### src/rtl/lpw_pkg.sv
// Package: register map, fields, reset values and timing counts for the power-mode controller
package lpw_pkg;
  localparam int CLK_HZ = 25000000;
  localparam int SLEEP_RESUME_NS = 15000;
  localparam int HIB_RESUME_NS = 100000;
  localparam int BOOST_SW_HZ = 400000;
  localparam int SLEEP_RESUME_CYC = (SLEEP_RESUME_NS / 40) - 1;
  // Two cycles off where sleep takes one so hibernate resume stays strictly under its bound
  localparam int HIB_RESUME_CYC = (HIB_RESUME_NS / 40) - 2;
  localparam int BOOST_DIV_CYC = CLK_HZ / BOOST_SW_HZ;
  localparam int CNT_W = 12;
  localparam logic [CNT_W-1:0] SLEEP_RESUME_CNT = CNT_W'(SLEEP_RESUME_CYC);
  localparam logic [CNT_W-1:0] HIB_RESUME_CNT = CNT_W'(HIB_RESUME_CYC);
  localparam logic [CNT_W-1:0] BOOST_DIV_CNT = CNT_W'(BOOST_DIV_CYC - 1);
  localparam logic [CNT_W-1:0] REFRESH_PERIOD_RST = 12'h800;

  localparam logic [7:0] ADR_MODE = 8'h00;
  localparam logic [7:0] ADR_WAKE_EN = 8'h04;
  localparam logic [7:0] ADR_BOOST = 8'h08;
  localparam logic [7:0] ADR_STATUS = 8'h0C;
  localparam logic [7:0] ADR_WAKE_SRC = 8'h10;
  localparam logic [7:0] ADR_REFRESH = 8'h14;

  localparam logic [1:0] MODE_ACTIVE = 2'h0;
  localparam logic [1:0] MODE_ALT = 2'h1;
  localparam logic [1:0] MODE_SLEEP = 2'h2;
  localparam logic [1:0] MODE_HIB = 2'h3;

  localparam int WK_PERIPH = 0;
  localparam int WK_SUPERV = 1;
  localparam int WK_TIMER = 2;
  localparam int WK_PIN = 3;
  localparam int WK_EXTERNAL_RESET_PIN = 4;
  localparam int WK_WDOG = 5;
  localparam int WK_PRECISE_LOW_VOLTAGE_RESET = 6;
  localparam int WK_N = 7;
  localparam logic [WK_N-1:0] WAKE_EN_RST = 7'h7F;

  localparam int BST_SEL_LSB = 0;
  localparam int BST_SEL_W = 6;
  localparam int BST_STBY_BIT = 6;
  localparam int BST_HIB_BIT = 7;
  localparam int FAST_CLK_BIT = 8;
  localparam logic [5:0] BST_SEL_MAX = 6'h20;
  localparam logic [5:0] BST_SEL_RST = 6'h0F;

  typedef enum logic [2:0] {
    ST_ACTIVE = 3'b000,
    ST_SLEEP = 3'b001,
    ST_HIB = 3'b010,
    ST_WAKE_SLP = 3'b011,
    ST_WAKE_HIB = 3'b100,
    ST_REFRESH = 3'b101
  } lpw_state_t;
endpackage

### src/rtl/lpw_ctrl.sv
// Power-mode sequencer with wakeup routing, boost mode control and Wishbone registers
// What this block does
// - Sleep resume completes within 15 us.
// - Wait for regulator ready, or the resume count to run out, before returning global mode to active.
// - Hibernate keeps configuration and SRAM, gates nearly everything else.
// - Digital outputs and pin interrupt settings hold during hibernate.
// - Only an I/O pin interrupt wakes from hibernate.
// - Hibernate resume completes in under 100 us.
// - Any enabled wakeup interrupt or reset returns to active from sleep.
// - Firmware enables peripheral, supervisor, timer and pin wake sources.
// - Central periodic timer raises recurring wake interrupts.
// - External reset, watchdog and precise low-voltage reset are wake sources.
// - Boost output 1.8 V to 5.0 V in 100 mV steps.
// - Boost has active and standby modes.
// - Boost standby in sleep needs periodic wake for active refresh.
// - Startup clock is 12 MHz unless fast startup option set.
// - Boost switches at about 403 kHz from a divide-by-62 on clk_i (integer CLK_HZ / BOOST_SW_HZ).
// - Global mode defaults to active after boot.
// - Any wakeup enables the processor regardless of template.
//
// The register addresses and the Wishbone register port were left to the implementer.
`timescale 1ns/1ps
module lpw_ctrl (
  input wire logic clk_i,
  input wire logic rst_i,
  input wire logic wb_cyc_i,
  input wire logic wb_stb_i,
  input wire logic wb_we_i,
  input wire logic [7:0] wb_adr_i,
  input wire logic [31:0] wb_dat_i,
  input wire logic [3:0] wb_sel_i,
  output logic [31:0] wb_dat_o,
  output logic wb_ack_o,
  input wire logic periph_irq_i,
  input wire logic supervisor_irq_i,
  input wire logic timer_tick_i,
  input wire logic pin_irq_i,
  input wire logic external_reset_pin_i,
  input wire logic watchdog_reset_i,
  input wire logic precise_low_voltage_reset_i,
  input wire logic regulator_ready_i,
  input wire logic cpu_template_en_i,
  output logic [1:0] global_mode_o,
  output logic cpu_en_o,
  output logic retain_hold_o,
  output logic periph_gate_o,
  output logic regulator_on_o,
  output logic [5:0] boost_output_node_sel_o,
  output logic boost_active_o,
  output logic boost_clk_en_o,
  output logic timer_wake_irq_o,
  output logic fast_startup_clock_option_o,
  output logic startup_clk_12m_o
);
  lpw_pkg::lpw_state_t st_r, st_nxt;
  logic [lpw_pkg::CNT_W-1:0] cnt_r, cnt_nxt;
  logic [lpw_pkg::CNT_W-1:0] rtimer_r, rtimer_nxt;
  logic [lpw_pkg::CNT_W-1:0] refresh_per_r, refresh_per_nxt;
  logic [lpw_pkg::CNT_W-1:0] bdiv_r, bdiv_nxt;
  logic [1:0] mode_r, mode_nxt;
  logic [lpw_pkg::WK_N-1:0] wake_en_r, wake_en_nxt;
  logic [lpw_pkg::WK_N-1:0] wake_src_r, wake_src_nxt;
  logic [5:0] bsel_r, bsel_nxt;
  logic bstby_r, bstby_nxt;
  logic bhib_r, bhib_nxt;
  logic fast_r, fast_nxt;
  logic [31:0] dat_r, dat_nxt;
  logic ack_r, ack_nxt;
  logic cpu_r, cpu_nxt;
  logic ret_r, ret_nxt;
  logic gate_r, gate_nxt;
  logic reg_on_r, reg_on_nxt;
  logic bact_r, bact_nxt;
  logic bclk_r, bclk_nxt;
  logic tirq_r, tirq_nxt;
  logic tmpl_r, tmpl_nxt;
  logic clk12_r, clk12_nxt;
  logic [lpw_pkg::WK_N-1:0] ev;
  logic [lpw_pkg::WK_N-1:0] wake_hit;
  logic wr, rd;
  logic sleep_wake;

  function automatic logic [31:0] merge(input logic [31:0] old, input logic [31:0] d, input logic [3:0] sel);
    logic [31:0] r;
    r = old;
    for (int i = 0; i < 4; i++) begin
      if (sel[i]) begin
        r[8*i +: 8] = d[8*i +: 8];
      end
    end
    return r;
  endfunction

  function automatic logic is_low_power(input lpw_pkg::lpw_state_t s);
    return (s == lpw_pkg::ST_SLEEP) || (s == lpw_pkg::ST_HIB);
  endfunction

  // Sources allowed to wake from each low-power state
  function automatic logic [lpw_pkg::WK_N-1:0] wake_mask(input lpw_pkg::lpw_state_t s);
    logic [lpw_pkg::WK_N-1:0] msk;
    msk = '0;
    if (s == lpw_pkg::ST_HIB) begin
      msk[lpw_pkg::WK_PIN] = 1'b1;
    end else if (s == lpw_pkg::ST_SLEEP || s == lpw_pkg::ST_REFRESH) begin
      msk = '1;
    end
    return msk;
  endfunction

  always_comb begin
    ev = '0;
    ev[lpw_pkg::WK_PERIPH] = periph_irq_i;
    ev[lpw_pkg::WK_SUPERV] = supervisor_irq_i;
    ev[lpw_pkg::WK_TIMER] = timer_tick_i;
    ev[lpw_pkg::WK_PIN] = pin_irq_i;
    ev[lpw_pkg::WK_EXTERNAL_RESET_PIN] = external_reset_pin_i;
    ev[lpw_pkg::WK_WDOG] = watchdog_reset_i;
    ev[lpw_pkg::WK_PRECISE_LOW_VOLTAGE_RESET] = precise_low_voltage_reset_i;
    wake_hit = ev & wake_en_r;
    sleep_wake = |wake_hit;
    wr = wb_cyc_i && wb_stb_i && wb_we_i && !ack_r;
    rd = wb_cyc_i && wb_stb_i && !wb_we_i && !ack_r;
  end

  // Bus and configuration registers
  always_comb begin
    logic [31:0] m;
    m = '0;
    mode_nxt = mode_r;
    wake_en_nxt = wake_en_r;
    bsel_nxt = bsel_r;
    bstby_nxt = bstby_r;
    bhib_nxt = bhib_r;
    fast_nxt = fast_r;
    refresh_per_nxt = refresh_per_r;
    wake_src_nxt = wake_src_r;
    dat_nxt = dat_r;
    ack_nxt = wb_cyc_i && wb_stb_i && !ack_r;
    if (wr) begin
      unique case (wb_adr_i)
        lpw_pkg::ADR_MODE: begin
          m = merge({30'h0, mode_r}, wb_dat_i, wb_sel_i);
          mode_nxt = m[1:0];
        end
        lpw_pkg::ADR_WAKE_EN: begin
          m = merge({25'h0, wake_en_r}, wb_dat_i, wb_sel_i);
          wake_en_nxt = m[lpw_pkg::WK_N-1:0];
        end
        lpw_pkg::ADR_BOOST: begin
          m = merge({23'h0, fast_r, bhib_r, bstby_r, bsel_r}, wb_dat_i, wb_sel_i);
          if (m[lpw_pkg::BST_SEL_LSB +: lpw_pkg::BST_SEL_W] <= lpw_pkg::BST_SEL_MAX) begin
            bsel_nxt = m[lpw_pkg::BST_SEL_LSB +: lpw_pkg::BST_SEL_W];
          end
          bstby_nxt = m[lpw_pkg::BST_STBY_BIT];
          bhib_nxt = m[lpw_pkg::BST_HIB_BIT];
          fast_nxt = m[lpw_pkg::FAST_CLK_BIT];
        end
        lpw_pkg::ADR_WAKE_SRC: begin
          m = merge(32'h0, wb_dat_i, wb_sel_i);
          wake_src_nxt = wake_src_r & ~m[lpw_pkg::WK_N-1:0];
        end
        lpw_pkg::ADR_REFRESH: begin
          m = merge({20'h0, refresh_per_r}, wb_dat_i, wb_sel_i);
          refresh_per_nxt = m[lpw_pkg::CNT_W-1:0];
        end
        default: begin
        end
      endcase
    end
    if (rd) begin
      unique case (wb_adr_i)
        lpw_pkg::ADR_MODE: dat_nxt = {30'h0, mode_r};
        lpw_pkg::ADR_WAKE_EN: dat_nxt = {25'h0, wake_en_r};
        lpw_pkg::ADR_BOOST: dat_nxt = {23'h0, fast_r, bhib_r, bstby_r, bsel_r};
        lpw_pkg::ADR_STATUS: dat_nxt = {26'h0, bact_r, cpu_r, 1'b0, st_r};
        lpw_pkg::ADR_WAKE_SRC: dat_nxt = {25'h0, wake_src_r};
        lpw_pkg::ADR_REFRESH: dat_nxt = {20'h0, refresh_per_r};
        default: dat_nxt = 32'h0;
      endcase
    end
    // Hardware completes the return to active by writing the mode back
    if (st_r != lpw_pkg::ST_ACTIVE && st_nxt == lpw_pkg::ST_ACTIVE) begin
      mode_nxt = lpw_pkg::MODE_ACTIVE;
    end
    // Latch wake cause; set beats a same-cycle clear
    wake_src_nxt = wake_src_nxt | (wake_hit & wake_mask(st_r));
  end

  // Power-mode sequencer
  always_comb begin
    st_nxt = st_r;
    cnt_nxt = cnt_r;
    rtimer_nxt = rtimer_r;
    cpu_nxt = cpu_r;
    tmpl_nxt = cpu_template_en_i;
    unique case (st_r)
      lpw_pkg::ST_ACTIVE: begin
        // Template acts on change only, so the enable forced by a wakeup survives
        if (cpu_template_en_i != tmpl_r) begin
          cpu_nxt = cpu_template_en_i;
        end
        if (mode_r == lpw_pkg::MODE_SLEEP) begin
          st_nxt = lpw_pkg::ST_SLEEP;
          rtimer_nxt = refresh_per_r;
        end else if (mode_r == lpw_pkg::MODE_HIB) begin
          st_nxt = lpw_pkg::ST_HIB;
        end
      end
      lpw_pkg::ST_SLEEP: begin
        cpu_nxt = 1'b0;
        if (rtimer_r != '0) begin
          rtimer_nxt = rtimer_r - 1'b1;
        end
        if (sleep_wake) begin
          st_nxt = lpw_pkg::ST_WAKE_SLP;
          cnt_nxt = lpw_pkg::SLEEP_RESUME_CNT;
        end else if (bstby_r && rtimer_r == '0) begin
          st_nxt = lpw_pkg::ST_REFRESH;
          cnt_nxt = lpw_pkg::SLEEP_RESUME_CNT;
        end
      end
      lpw_pkg::ST_REFRESH: begin
        if (cnt_r != '0) begin
          cnt_nxt = cnt_r - 1'b1;
        end else begin
          st_nxt = lpw_pkg::ST_SLEEP;
          rtimer_nxt = refresh_per_r;
        end
        if (sleep_wake) begin
          st_nxt = lpw_pkg::ST_WAKE_SLP;
          cnt_nxt = lpw_pkg::SLEEP_RESUME_CNT;
        end
      end
      lpw_pkg::ST_HIB: begin
        cpu_nxt = 1'b0;
        if (|(wake_hit & wake_mask(st_r))) begin
          st_nxt = lpw_pkg::ST_WAKE_HIB;
          cnt_nxt = lpw_pkg::HIB_RESUME_CNT;
        end
      end
      lpw_pkg::ST_WAKE_SLP, lpw_pkg::ST_WAKE_HIB: begin
        if (cnt_r != '0) begin
          cnt_nxt = cnt_r - 1'b1;
        end
        // Regulator ready, or budget exhausted, ends the wake interval
        if (regulator_ready_i || cnt_r == '0) begin
          st_nxt = lpw_pkg::ST_ACTIVE;
          cpu_nxt = 1'b1;
        end
      end
      default: st_nxt = lpw_pkg::ST_ACTIVE;
    endcase
  end

  // Outputs and boost divider
  always_comb begin
    tirq_nxt = timer_tick_i && wake_en_r[lpw_pkg::WK_TIMER];
    bdiv_nxt = (bdiv_r == '0) ? lpw_pkg::BOOST_DIV_CNT : bdiv_r - 1'b1;
    // Converter oscillator idles in standby
    if (!bact_r) begin
      bdiv_nxt = lpw_pkg::BOOST_DIV_CNT;
    end
    bclk_nxt = bact_r && (bdiv_r == '0);
    ret_nxt = (st_nxt == lpw_pkg::ST_HIB);
    gate_nxt = is_low_power(st_nxt);
    reg_on_nxt = !is_low_power(st_nxt);
    clk12_nxt = !fast_nxt;
    unique case (st_nxt)
      lpw_pkg::ST_SLEEP: bact_nxt = !bstby_r;
      lpw_pkg::ST_HIB: bact_nxt = bhib_r;
      default: bact_nxt = 1'b1;
    endcase
  end

  always_ff @(posedge clk_i) begin
    if (rst_i) begin
      st_r <= lpw_pkg::ST_ACTIVE;
      cnt_r <= '0;
      rtimer_r <= '0;
      refresh_per_r <= lpw_pkg::REFRESH_PERIOD_RST;
      bdiv_r <= '0;
      mode_r <= lpw_pkg::MODE_ACTIVE;
      wake_en_r <= lpw_pkg::WAKE_EN_RST;
      wake_src_r <= '0;
      bsel_r <= lpw_pkg::BST_SEL_RST;
      bstby_r <= 1'b0;
      bhib_r <= 1'b0;
      fast_r <= 1'b0;
      dat_r <= 32'h0;
      ack_r <= 1'b0;
      cpu_r <= 1'b1;
      ret_r <= 1'b0;
      gate_r <= 1'b0;
      reg_on_r <= 1'b1;
      bact_r <= 1'b1;
      bclk_r <= 1'b0;
      tirq_r <= 1'b0;
      tmpl_r <= 1'b1;
      clk12_r <= 1'b1;
    end else begin
      st_r <= st_nxt;
      cnt_r <= cnt_nxt;
      rtimer_r <= rtimer_nxt;
      refresh_per_r <= refresh_per_nxt;
      bdiv_r <= bdiv_nxt;
      mode_r <= mode_nxt;
      wake_en_r <= wake_en_nxt;
      wake_src_r <= wake_src_nxt;
      bsel_r <= bsel_nxt;
      bstby_r <= bstby_nxt;
      bhib_r <= bhib_nxt;
      fast_r <= fast_nxt;
      dat_r <= dat_nxt;
      ack_r <= ack_nxt;
      cpu_r <= cpu_nxt;
      ret_r <= ret_nxt;
      gate_r <= gate_nxt;
      reg_on_r <= reg_on_nxt;
      bact_r <= bact_nxt;
      bclk_r <= bclk_nxt;
      tirq_r <= tirq_nxt;
      tmpl_r <= tmpl_nxt;
      clk12_r <= clk12_nxt;
    end
  end

  assign wb_dat_o = dat_r;
  assign wb_ack_o = ack_r;
  assign global_mode_o = mode_r;
  assign cpu_en_o = cpu_r;
  assign retain_hold_o = ret_r;
  assign periph_gate_o = gate_r;
  assign regulator_on_o = reg_on_r;
  assign boost_output_node_sel_o = bsel_r;
  assign boost_active_o = bact_r;
  assign boost_clk_en_o = bclk_r;
  assign timer_wake_irq_o = tirq_r;
  assign fast_startup_clock_option_o = fast_r;
  assign startup_clk_12m_o = clk12_r;
endmodule

### config.mk
export PLATFORM = sky130hd
export DESIGN_NAME = lpw_ctrl
export DESIGN_NICKNAME = d
export VERILOG_FILES = /design/src/rtl/lpw_pkg.sv /design/src/rtl/lpw_ctrl.sv
export SDC_FILE = /design/constraint.sdc
export NUM_CORES = 1
export LEC_CHECK = 0
export BUFFER_PORTS_ARGS = -buffer_cell sky130_fd_sc_hd__buf_2
export CAP_MARGIN = 0
export CORE_MARGIN = 2
export CORE_UTILIZATION = 50
export CTS_CLUSTER_SIZE = 40
export DETAILED_ROUTE_END_ITERATION = 12
export PLACE_DENSITY = 0.74
export SKIP_CTS_REPAIR_TIMING = 1
export SLEW_MARGIN = 10
export SYNTH_ARGS = -nofsm -noshare
export SYNTH_HDL_FRONTEND = slang
export SYNTH_SLANG_ARGS = --single-unit
### constraint.sdc
create_clock -name clk_i -period 2.9 [get_ports clk_i]
set_input_delay 0.29 -clock clk_i [delete_from_list [all_inputs] [get_ports clk_i]]
set_output_delay 0.29 -clock clk_i [all_outputs]
set_load 0.05 [all_outputs]
# Word level (Yosys, flattened, before mapping)
# Cells that the tools add are included.
dict set report word_totals {
  ff_bits 118
  word_cells 147
  output_inout_bits 50
  in_bits 58
}
dict set report op_classes {
  n_reduce_logical 45
  addsub 3
  mux 43
  n_lt_le_gt_ge 1
  eq_ne 23
  n_bitwise 7
}
# cell count
set ops {}
lappend ops {{12-bit 2-to-1 mux} 8}
lappend ops {{12-bit case mux with 6 select lines} 1}
lappend ops {{12-bit case mux with 4 select lines} 1}
lappend ops {{7-bit 2-to-1 mux} 6}
lappend ops {{12-bit logical NOT} 3}
lappend ops {{12-bit case mux with 3 select lines} 1}
lappend ops {{12-bit by 1-bit subtractor with 12-bit output, second input constant} 3}
lappend ops {{3-bit 2-to-1 mux} 11}
lappend ops {{7-bit AND} 4}
lappend ops {{8-bit 2-to-1 mux} 3}
lappend ops {{3-bit AND reduction} 8}
lappend ops {{12-bit nonzero test} 2}
lappend ops {{8-bit by 4-bit equality test with 1-bit output, second input constant} 2}
lappend ops {{8-bit by 5-bit equality test with 1-bit output, second input constant} 2}
lappend ops {{3-bit case mux with 5 select lines} 1}
lappend ops {{7-bit OR reduction} 2}
lappend ops {{6-bit 2-to-1 mux} 2}
lappend ops {{1-bit logical AND} 10}
lappend ops {{3-bit by 2-bit equality test with 1-bit output, second input constant} 3}
lappend ops {{3-bit nonzero test} 3}
lappend ops {{8-bit by 3-bit equality test with 1-bit output, second input constant} 1}
lappend ops {{8-bit logical NOT} 1}
lappend ops {{2-bit inequality test, second input constant} 4}
lappend ops {{1-bit 2-to-1 mux} 7}
lappend ops {{other kinds (20)} 33}

# Depth between registers and ports, before layout
# Gate-level depths: netlist of run 1.
dict set report depth {
  word_depth 9
  depth_mapped 9
  depth_no_buf 7
}

# Worst setup path before layout of run 1
# No wires, ideal clock.
dict set report synth_path {
  kind {reg2reg}
  start {register cnt_r[0] in the netlist's numbering}
  end {register rtimer_r[2] in the netlist's numbering}
  n_path_buf 2
  t_required_ns 2.766
  path_slack_ns 0.623
  arrival_ns 2.142
  setup_time_ns 0.134
  period_less_slack_ns 2.277
  path_stages_with_launch 10
  path_cell_list {dfxtp_1 inv_1 ha_1 clkbuf_2 or3b_2 nor3_4 nor2_2 clkbuf_1 o311ai_0 o31ai_1}
}
dict set report synth_via {
  elab_chain_len 3
}
# element line_no
set synth_lines {}
lappend synth_lines {{start: declaration} lpw_ctrl.sv:56} ;# logic [lpw_pkg::CNT_W-1:0] cnt_r, cnt_nxt;
lappend synth_lines {{start signal: assignment} lpw_ctrl.sv:302} ;# cnt_r <= cnt_nxt;
lappend synth_lines {{12-bit nonzero test} lpw_ctrl.sv:223} ;# if (cnt_r != '0) begin
lappend synth_lines {{2-bit inequality test (no source line)} -}
lappend synth_lines {{4-bit AND reduction (no source line)} -}
lappend synth_lines {{end signal: assignment} lpw_ctrl.sv:303} ;# rtimer_r <= rtimer_nxt;
lappend synth_lines {{end: declaration} lpw_ctrl.sv:57} ;# logic [lpw_pkg::CNT_W-1:0] rtimer_r, rtimer_nxt;
# Every way passes these cells.
# A chain may end at the register's enable or synchronous reset.

# Worst setup path in the final report of run 1
dict set report layout_path {
  start {register cnt_r[0] in the netlist's numbering}
  end {register rtimer_r[7] in the netlist's numbering}
}
# The elaborated chain is that of the path after synthesis.

==> flow_summary_export.csv, run 1 <==
group,metric,value,unit
setup_path,critPathBufInv,1,
power,power.total,2.75,mW
power,power_density,472,nW/µm²
cts,clock_path_buffers,2,
placement,place_hpwl,9810,µm
yosys,synth_cells,620,
finish,finalNetCount,740,
global_routing,antenna_found_initial,0,
yosys,synth_top_area_share,37.4,%
yosys,synth_edf_count,0,
setup_path,crit_start,"cnt_r[0]",
cts,cts.sinks,98,
global_routing,grt_pass1_wl,22800,µm
detailed_routing,vias,4946,
die,start_util,51.1,%
sta,setup_viol,0,
finish,final_cells,817,
placement,dpl-instance-area,5650,µm²
global_routing,grt_max_degree,68,
placement,routabilityCongestion,0.909,
global_routing,grt_overflow_total,0,
min_path,min-delay-start,"wb_dat_i[11]",
finish,drive_above_1_share,17.5,%
sta,clock_skew,0.0180,ns
sta,rsz0062_at_grt,"false",
yosys,ys_top_cells_by_count,"dfxtp_1, nor2_1, a21oi_1, nand2_1, o21ai_0",
detailed_routing,wl_per_cell,16.9,µm
yosys,yosys.area.top_type,"dfxtp_1",
sta,timing.fmax,0.394,GHz
detailed_routing,dr.pass1.iters,6,
power,cellLeakagePower,2.21,nW
finish,final_area,5830,µm²
cts,cts_buffers,9,
detailed_routing,drt-total-wl,13800,µm
yosys,yosysUniqueCellTypes,73,
detailed_routing,ant_nets,0,
die,die_h,106,µm
die,row_count,37,
finish,num-fill-cells,956,
cts,insertion_delay,0.37,ns
global_routing,grt_pass1_vias,4632,
power,ir_drop,0.337,mV
setup_path,crit_fanout,16,
yosys,yosysSeqAreaShare,37.4,%
sta,slew_headroom,50.9,%
yosys,yosysWarnings,0,
cts,h-tree-depth,3,
yosys,synthFlopType,"dfxtp_1",
sta,finalMaxSlewViolations,0,
sta,worst_pin_slew,0.735,ns
cts,cts_root_buf,"clkbuf_8",
sta,setup_tns,0,ns
yosys,ys_ff_latch,98,
run,cap_viol_max_count,0,
placement,dp_cells,801,
setup_path,cp-end-kind,"flop",
yosys,synth.area.top_cells,"dfxtp_1, mux2i_1, nor2_1",
sta,period_needed,2.54,ns
cts,tritoncts,"yes",
detailed_routing,initialDrtViolationCount,447,
die,die_area,11300,µm²
die,design.core.area,10300,µm²
global_routing,grt_util_all_layers,24.8,%
detailed_routing,vias_per_cell,6.05,
setup_path,cpMaxStageDelayCell,"or3b_2",
min_path,hp-class,"in2reg",
sta,period_share,87.6,%
sta,finalHoldViolCount,0,
yosys,async_reset_ff_share,0,%
finish,antennaDiodeCount,0,
finish,fin_util,56.7,%
yosys,yosysMostFrequentCell,"dfxtp_1",
setup_path,cp_top_family,"simple AND/OR/NAND/NOR gates",
setup_path,required,3.17,ns
setup_path,arrival,2.81,ns
setup_path,max_stage_delay,0.56,ns
setup_path,r2r_start,"cnt_r[0]",
setup_path,worstSetupPathType,"reg2reg",
finish,synthToLayoutAreaGrowth,11.0,%
detailed_routing,drcViolationCount,0,
yosys,avgSynthCellArea,8.46,µm²
run_status,status,"finished clean",
die,dieWidth,106,µm
die,design.portCount,108,
placement,portBuffers,65,
setup_path,startpoint_type,"flop",
yosys,syn_area,5250,µm²
setup_path,crit_chain,"inv_1 > ha_1 > or3b_2 > nor3_4 > nor2_2 > or2_1 > o32ai_1",
cts,clk_pin_slew,0.11,ns
==> kinds of logic after synthesis <==
group	Yosys count	share of synthesized area, %
simple gates	232	24.3
compound gates	164	20.8
flops	98	37.4
buf+inv	72	6.72
mux	38	7.84
xor+xnor	9	1.50
fa+ha+maj	6	1.43
other cells	1	0.0715
==> routing by layer <==
| layer | track usage [%] | share of wire [%] | vias to the layer above | wire (µm) |
|---|---|---|---|---|
| met5 | 0 | 0 | - | 0 |
| met4 | 7.33 | 1.5 | 0 | 207 |
| met3 | 5.27 | 7.5 | 23 | 1040 |
| met2 | 39.8 | 46 | 223 | 6360 |
| met1 | 33.7 | 45 | 2333 | 6200 |
| li1 | - | - | 2367 | - |
==> layout by cell type (no fill, tap or decap), types with 7 or more instances in the layout <==
cell type  Yosys  layout
o21ai_0       38      38
nand2_1       39      39
mux2i_1       31      31
a21oi_1       47      47
conb_1         1      20
dfxtp_1       98      98
buf_2          5      65
or4_1          8       8
a2bb2oi_1      7       7
and3_1         7       7
nor4_1        16      16
buf_4         20      15
or3_1         12      12
nor2_1        63      63
a31oi_1        7       7
nand3_1       23      23
o311ai_0       7       7
o31ai_1       11      11
clkbuf_8       0      10
xnor2_1        7       7
nor3_1        12      12
inv_1         18      18
==> final timing paths <==
check	to	slack, ns	depth (start not counted)
worst max-delay path	rtimer_r[7]	0.36	7
worst min-delay path	refresh_per_r[11]	0.14	3
worst max register to register	rtimer_r[7]	0.36	7
worst min register to register	wb_dat_o[10]	0.47	2
==> per-stage QoR <==
stage                     hold slack [ns]  worst slack, ns
final                               0.139            0.360
after global routing                0.133            0.211
after CTS                           0.129            0.373
after floorplan                     0.397            0.623
after global placement              0.441            0.477
after detailed placement            0.454            0.397
==> sequential cells by signal, summed over array words and instances, names as in the netlist, 2 cells and up <==
signal and cells:
st_r 3, rtimer_r 12, global_mode_o 2, cnt_r 12
bdiv_r 12, boost_output_node_sel_o 6, wb_dat_o 12, wake_src_r 7
refresh_per_r 12, wake_en_r 7
==> final cells by class <==
cell class                 instances  area, µm²  share of cell area [%]
multi-input combinational        469       3010                    51.7
sequential                        98       1960                    33.7
tap                              136        170                    2.92
inverter                          18       67.6                    1.16
clock buffer                      11        141                    2.43
timing repair buffer              80        438                    7.52
clock inverter                     5       37.5                   0.644
==> report_power, final <==
group / internal [mW] / total, mW / switching, mW
clock network: 0.339 / 0.834 / 0.494
logic: 0.165 / 0.462 / 0.297
registers: 1.41 / 1.46 / 0.0487
total: 1.91 / 2.75 / 0.840
==> worst min-delay path, cell delays in order <==
cell and delay, ns:
buf_2 0.08, mux2i_1 0.06, nand2_1 0.06
Note: power is estimated with default switching activity, not from simulation.
==> run 2: changes to the inputs <==
Settings changed: PLACE_DENSITY 0.74 to 0.77.
Clock period 2.9 ns to 2.3 ns, I/O delays scaled along.
==> flow_summary_export.csv, run 2 (synthesis results as in run 1) <==
group,metric,value,unit
run_status,status,"finished clean",
sta,setup_tns,0,ns
placement,dp_cells,830,
cts,clk_pin_slew,0.09,ns
cts,h-tree-depth,3,
power,p_int,2.61,mW
setup_path,worstSetupPathType,"reg2reg",
placement,portBuffers,65,
power,ir_drop,0.549,mV
power,cellLeakagePower,2.38,nW
setup_path,crit_fanout,5,
setup_path,r2r_slack,0.07,ns
sta,worst_pin_slew,0.586,ns
cts,insertion_delay,0.37,ns
setup_path,crit_end,"cnt_r[10]",
finish,multiInputGateArea,3020,µm²
cts,cts_buffers,9,
setup_path,required,2.60,ns
die,die_area,11300,µm²
detailed_routing,dr.pass1.iters,7,
placement,place_hpwl,10400,µm
setup_path,timing.rr.end,"cnt_r[10]",
detailed_routing,wl_per_cell,16.7,µm
sta,timing.hold.ws,0.0831,ns
die,dieWidth,106,µm
global_routing,grt_util_all_layers,25.3,%
finish,antennaDiodeCount,0,
setup_path,startpoint_type,"flop",
die,row_count,37,
sta,finalMaxSlewViolations,0,
detailed_routing,vias_per_cell,5.94,
power,switching_share,28.7,%
finish,layout_commonest_cell,"dfxtp_1",
die,design.portCount,108,
finish,layout_common_cells,"dfxtp_1, buf_2, nor2_1",
setup_path,r2r_start,"cnt_r[0]",
power,power_density,600,nW/µm²
setup_path,arrival,2.53,ns
cts,tritoncts,"yes",
setup_path,r2r_cells,6,
setup_path,crit_start,"cnt_r[0]",
detailed_routing,drcViolationCount,0,
placement,routabilityCongestion,0.925,
sta,clock_skew,0.00874,ns
detailed_routing,initialDrtViolationCount,395,
global_routing,grt_overflow_total,0,
run,cap_viol_max_count,0,
finish,regArea,1960,µm²
power,seq_power_share,50.2,%
die,die_h,106,µm
sta,rsz0062_at_grt,"false",
global_routing,antenna_found_initial,0,
detailed_routing,drt-total-wl,14200,µm
sta,slew_headroom,60.5,%
finish,synthToLayoutAreaGrowth,16.3,%
sta,setup_viol,0,
cts,clock_path_buffers,2,
finish,final_cells,846,
detailed_routing,vias,5027,
global_routing,grt_pass1_vias,4713,
sta,period_needed,2.23,ns
cts,cts.sinks,98,
finish,drive_above_1_share,21.0,%
global_routing,grt_pass1_wl,23000,µm
global_routing,grt_max_degree,68,
die,start_util,51.1,%
power,p_switching,1.05,mW
sta,timing.fmax,0.449,GHz
setup_path,cp-end-kind,"flop",
min_path,hp-class,"in2reg",
sta,finalHoldViolCount,0,
detailed_routing,ant_nets,0,
power,combPwrFrac,16.2,%
die,design.core.area,10300,µm²
finish,num-fill-cells,917,
finish,finalNetCount,769,
power,clkPwrFrac,33.6,%
sta,period_share,96.9,%
cts,cts_root_buf,"clkbuf_8",
## run 2: cell type report
cell class                 count  area share, %
clock buffer                  11           2.15
tap                          136           2.79
inverter                      18           1.11
multi-input combinational    469           49.4
sequential                    98           32.2
clock inverter                 5           1.41
timing repair buffer         109           10.9
## run 2: worst min path at each step
stage | from | endpoint | cells after the start
2_1_floorplan | cpu_template_en_i | tmpl_r | 1
3_3_place_gp | wb_dat_o[9] | wb_dat_o[9] | 2
3_5_place_dp | wb_dat_o[10] | wb_dat_o[10] | 2
4_1_cts | wb_dat_i[11] | refresh_per_r[11] | 3
5_1_grt | wb_dat_i[11] | refresh_per_r[11] | 3
6_report | wb_dat_i[11] | refresh_per_r[11] | 3
## run 2: through the flow
step / area, µm² / util, % / power [mW] / setup WS (ns)
after floorplan: 5320 / - / 2.34 / 0.0234
after global placement: 5880 / 57.2 / 2.43 / 0.0998
after detailed placement: 5880 / 57.2 / 2.46 / 0.0492
after CTS: 6100 / 59.3 / 3.68 / 0.0165
after global routing: 6100 / 59.4 / 3.83 / 0.0243
final: 6100 / 59.4 / 3.66 / 0.0709
## run 2: metal layers
| layer | track usage, % | routed length (µm) | vias to the layer above |
|---|---|---|---|
| met2 | 41.1 | 6800 | 207 |
| met4 | 6.12 | 191 | 0 |
| li1 | - | - | 2429 |
| met3 | 6.01 | 1020 | 15 |
| met1 | 33.9 | 6140 | 2376 |
| met5 | 0 | 0 | - |
## run 2: power groups by stage
| stage | sequential, mW | combinational [mW] | clock, mW |
|---|---|---|---|
| after floorplan | 1.90 | 0.437 | 0 |
| after global placement | 1.87 | 0.567 | 0 |
| after detailed placement | 1.88 | 0.584 | 0 |
| after CTS | 1.84 | 0.591 | 1.26 |
| after global routing | 1.85 | 0.648 | 1.33 |
| final | 1.84 | 0.593 | 1.23 |
## run 2: critical path, stage by stage (launching register included)
cell and delay, ns:
dfxtp_1 0.32, inv_1 0.07, ha_1 0.16, or3b_2 0.52
or4_4 0.44, or4b_1 0.47, a21oi_1 0.17
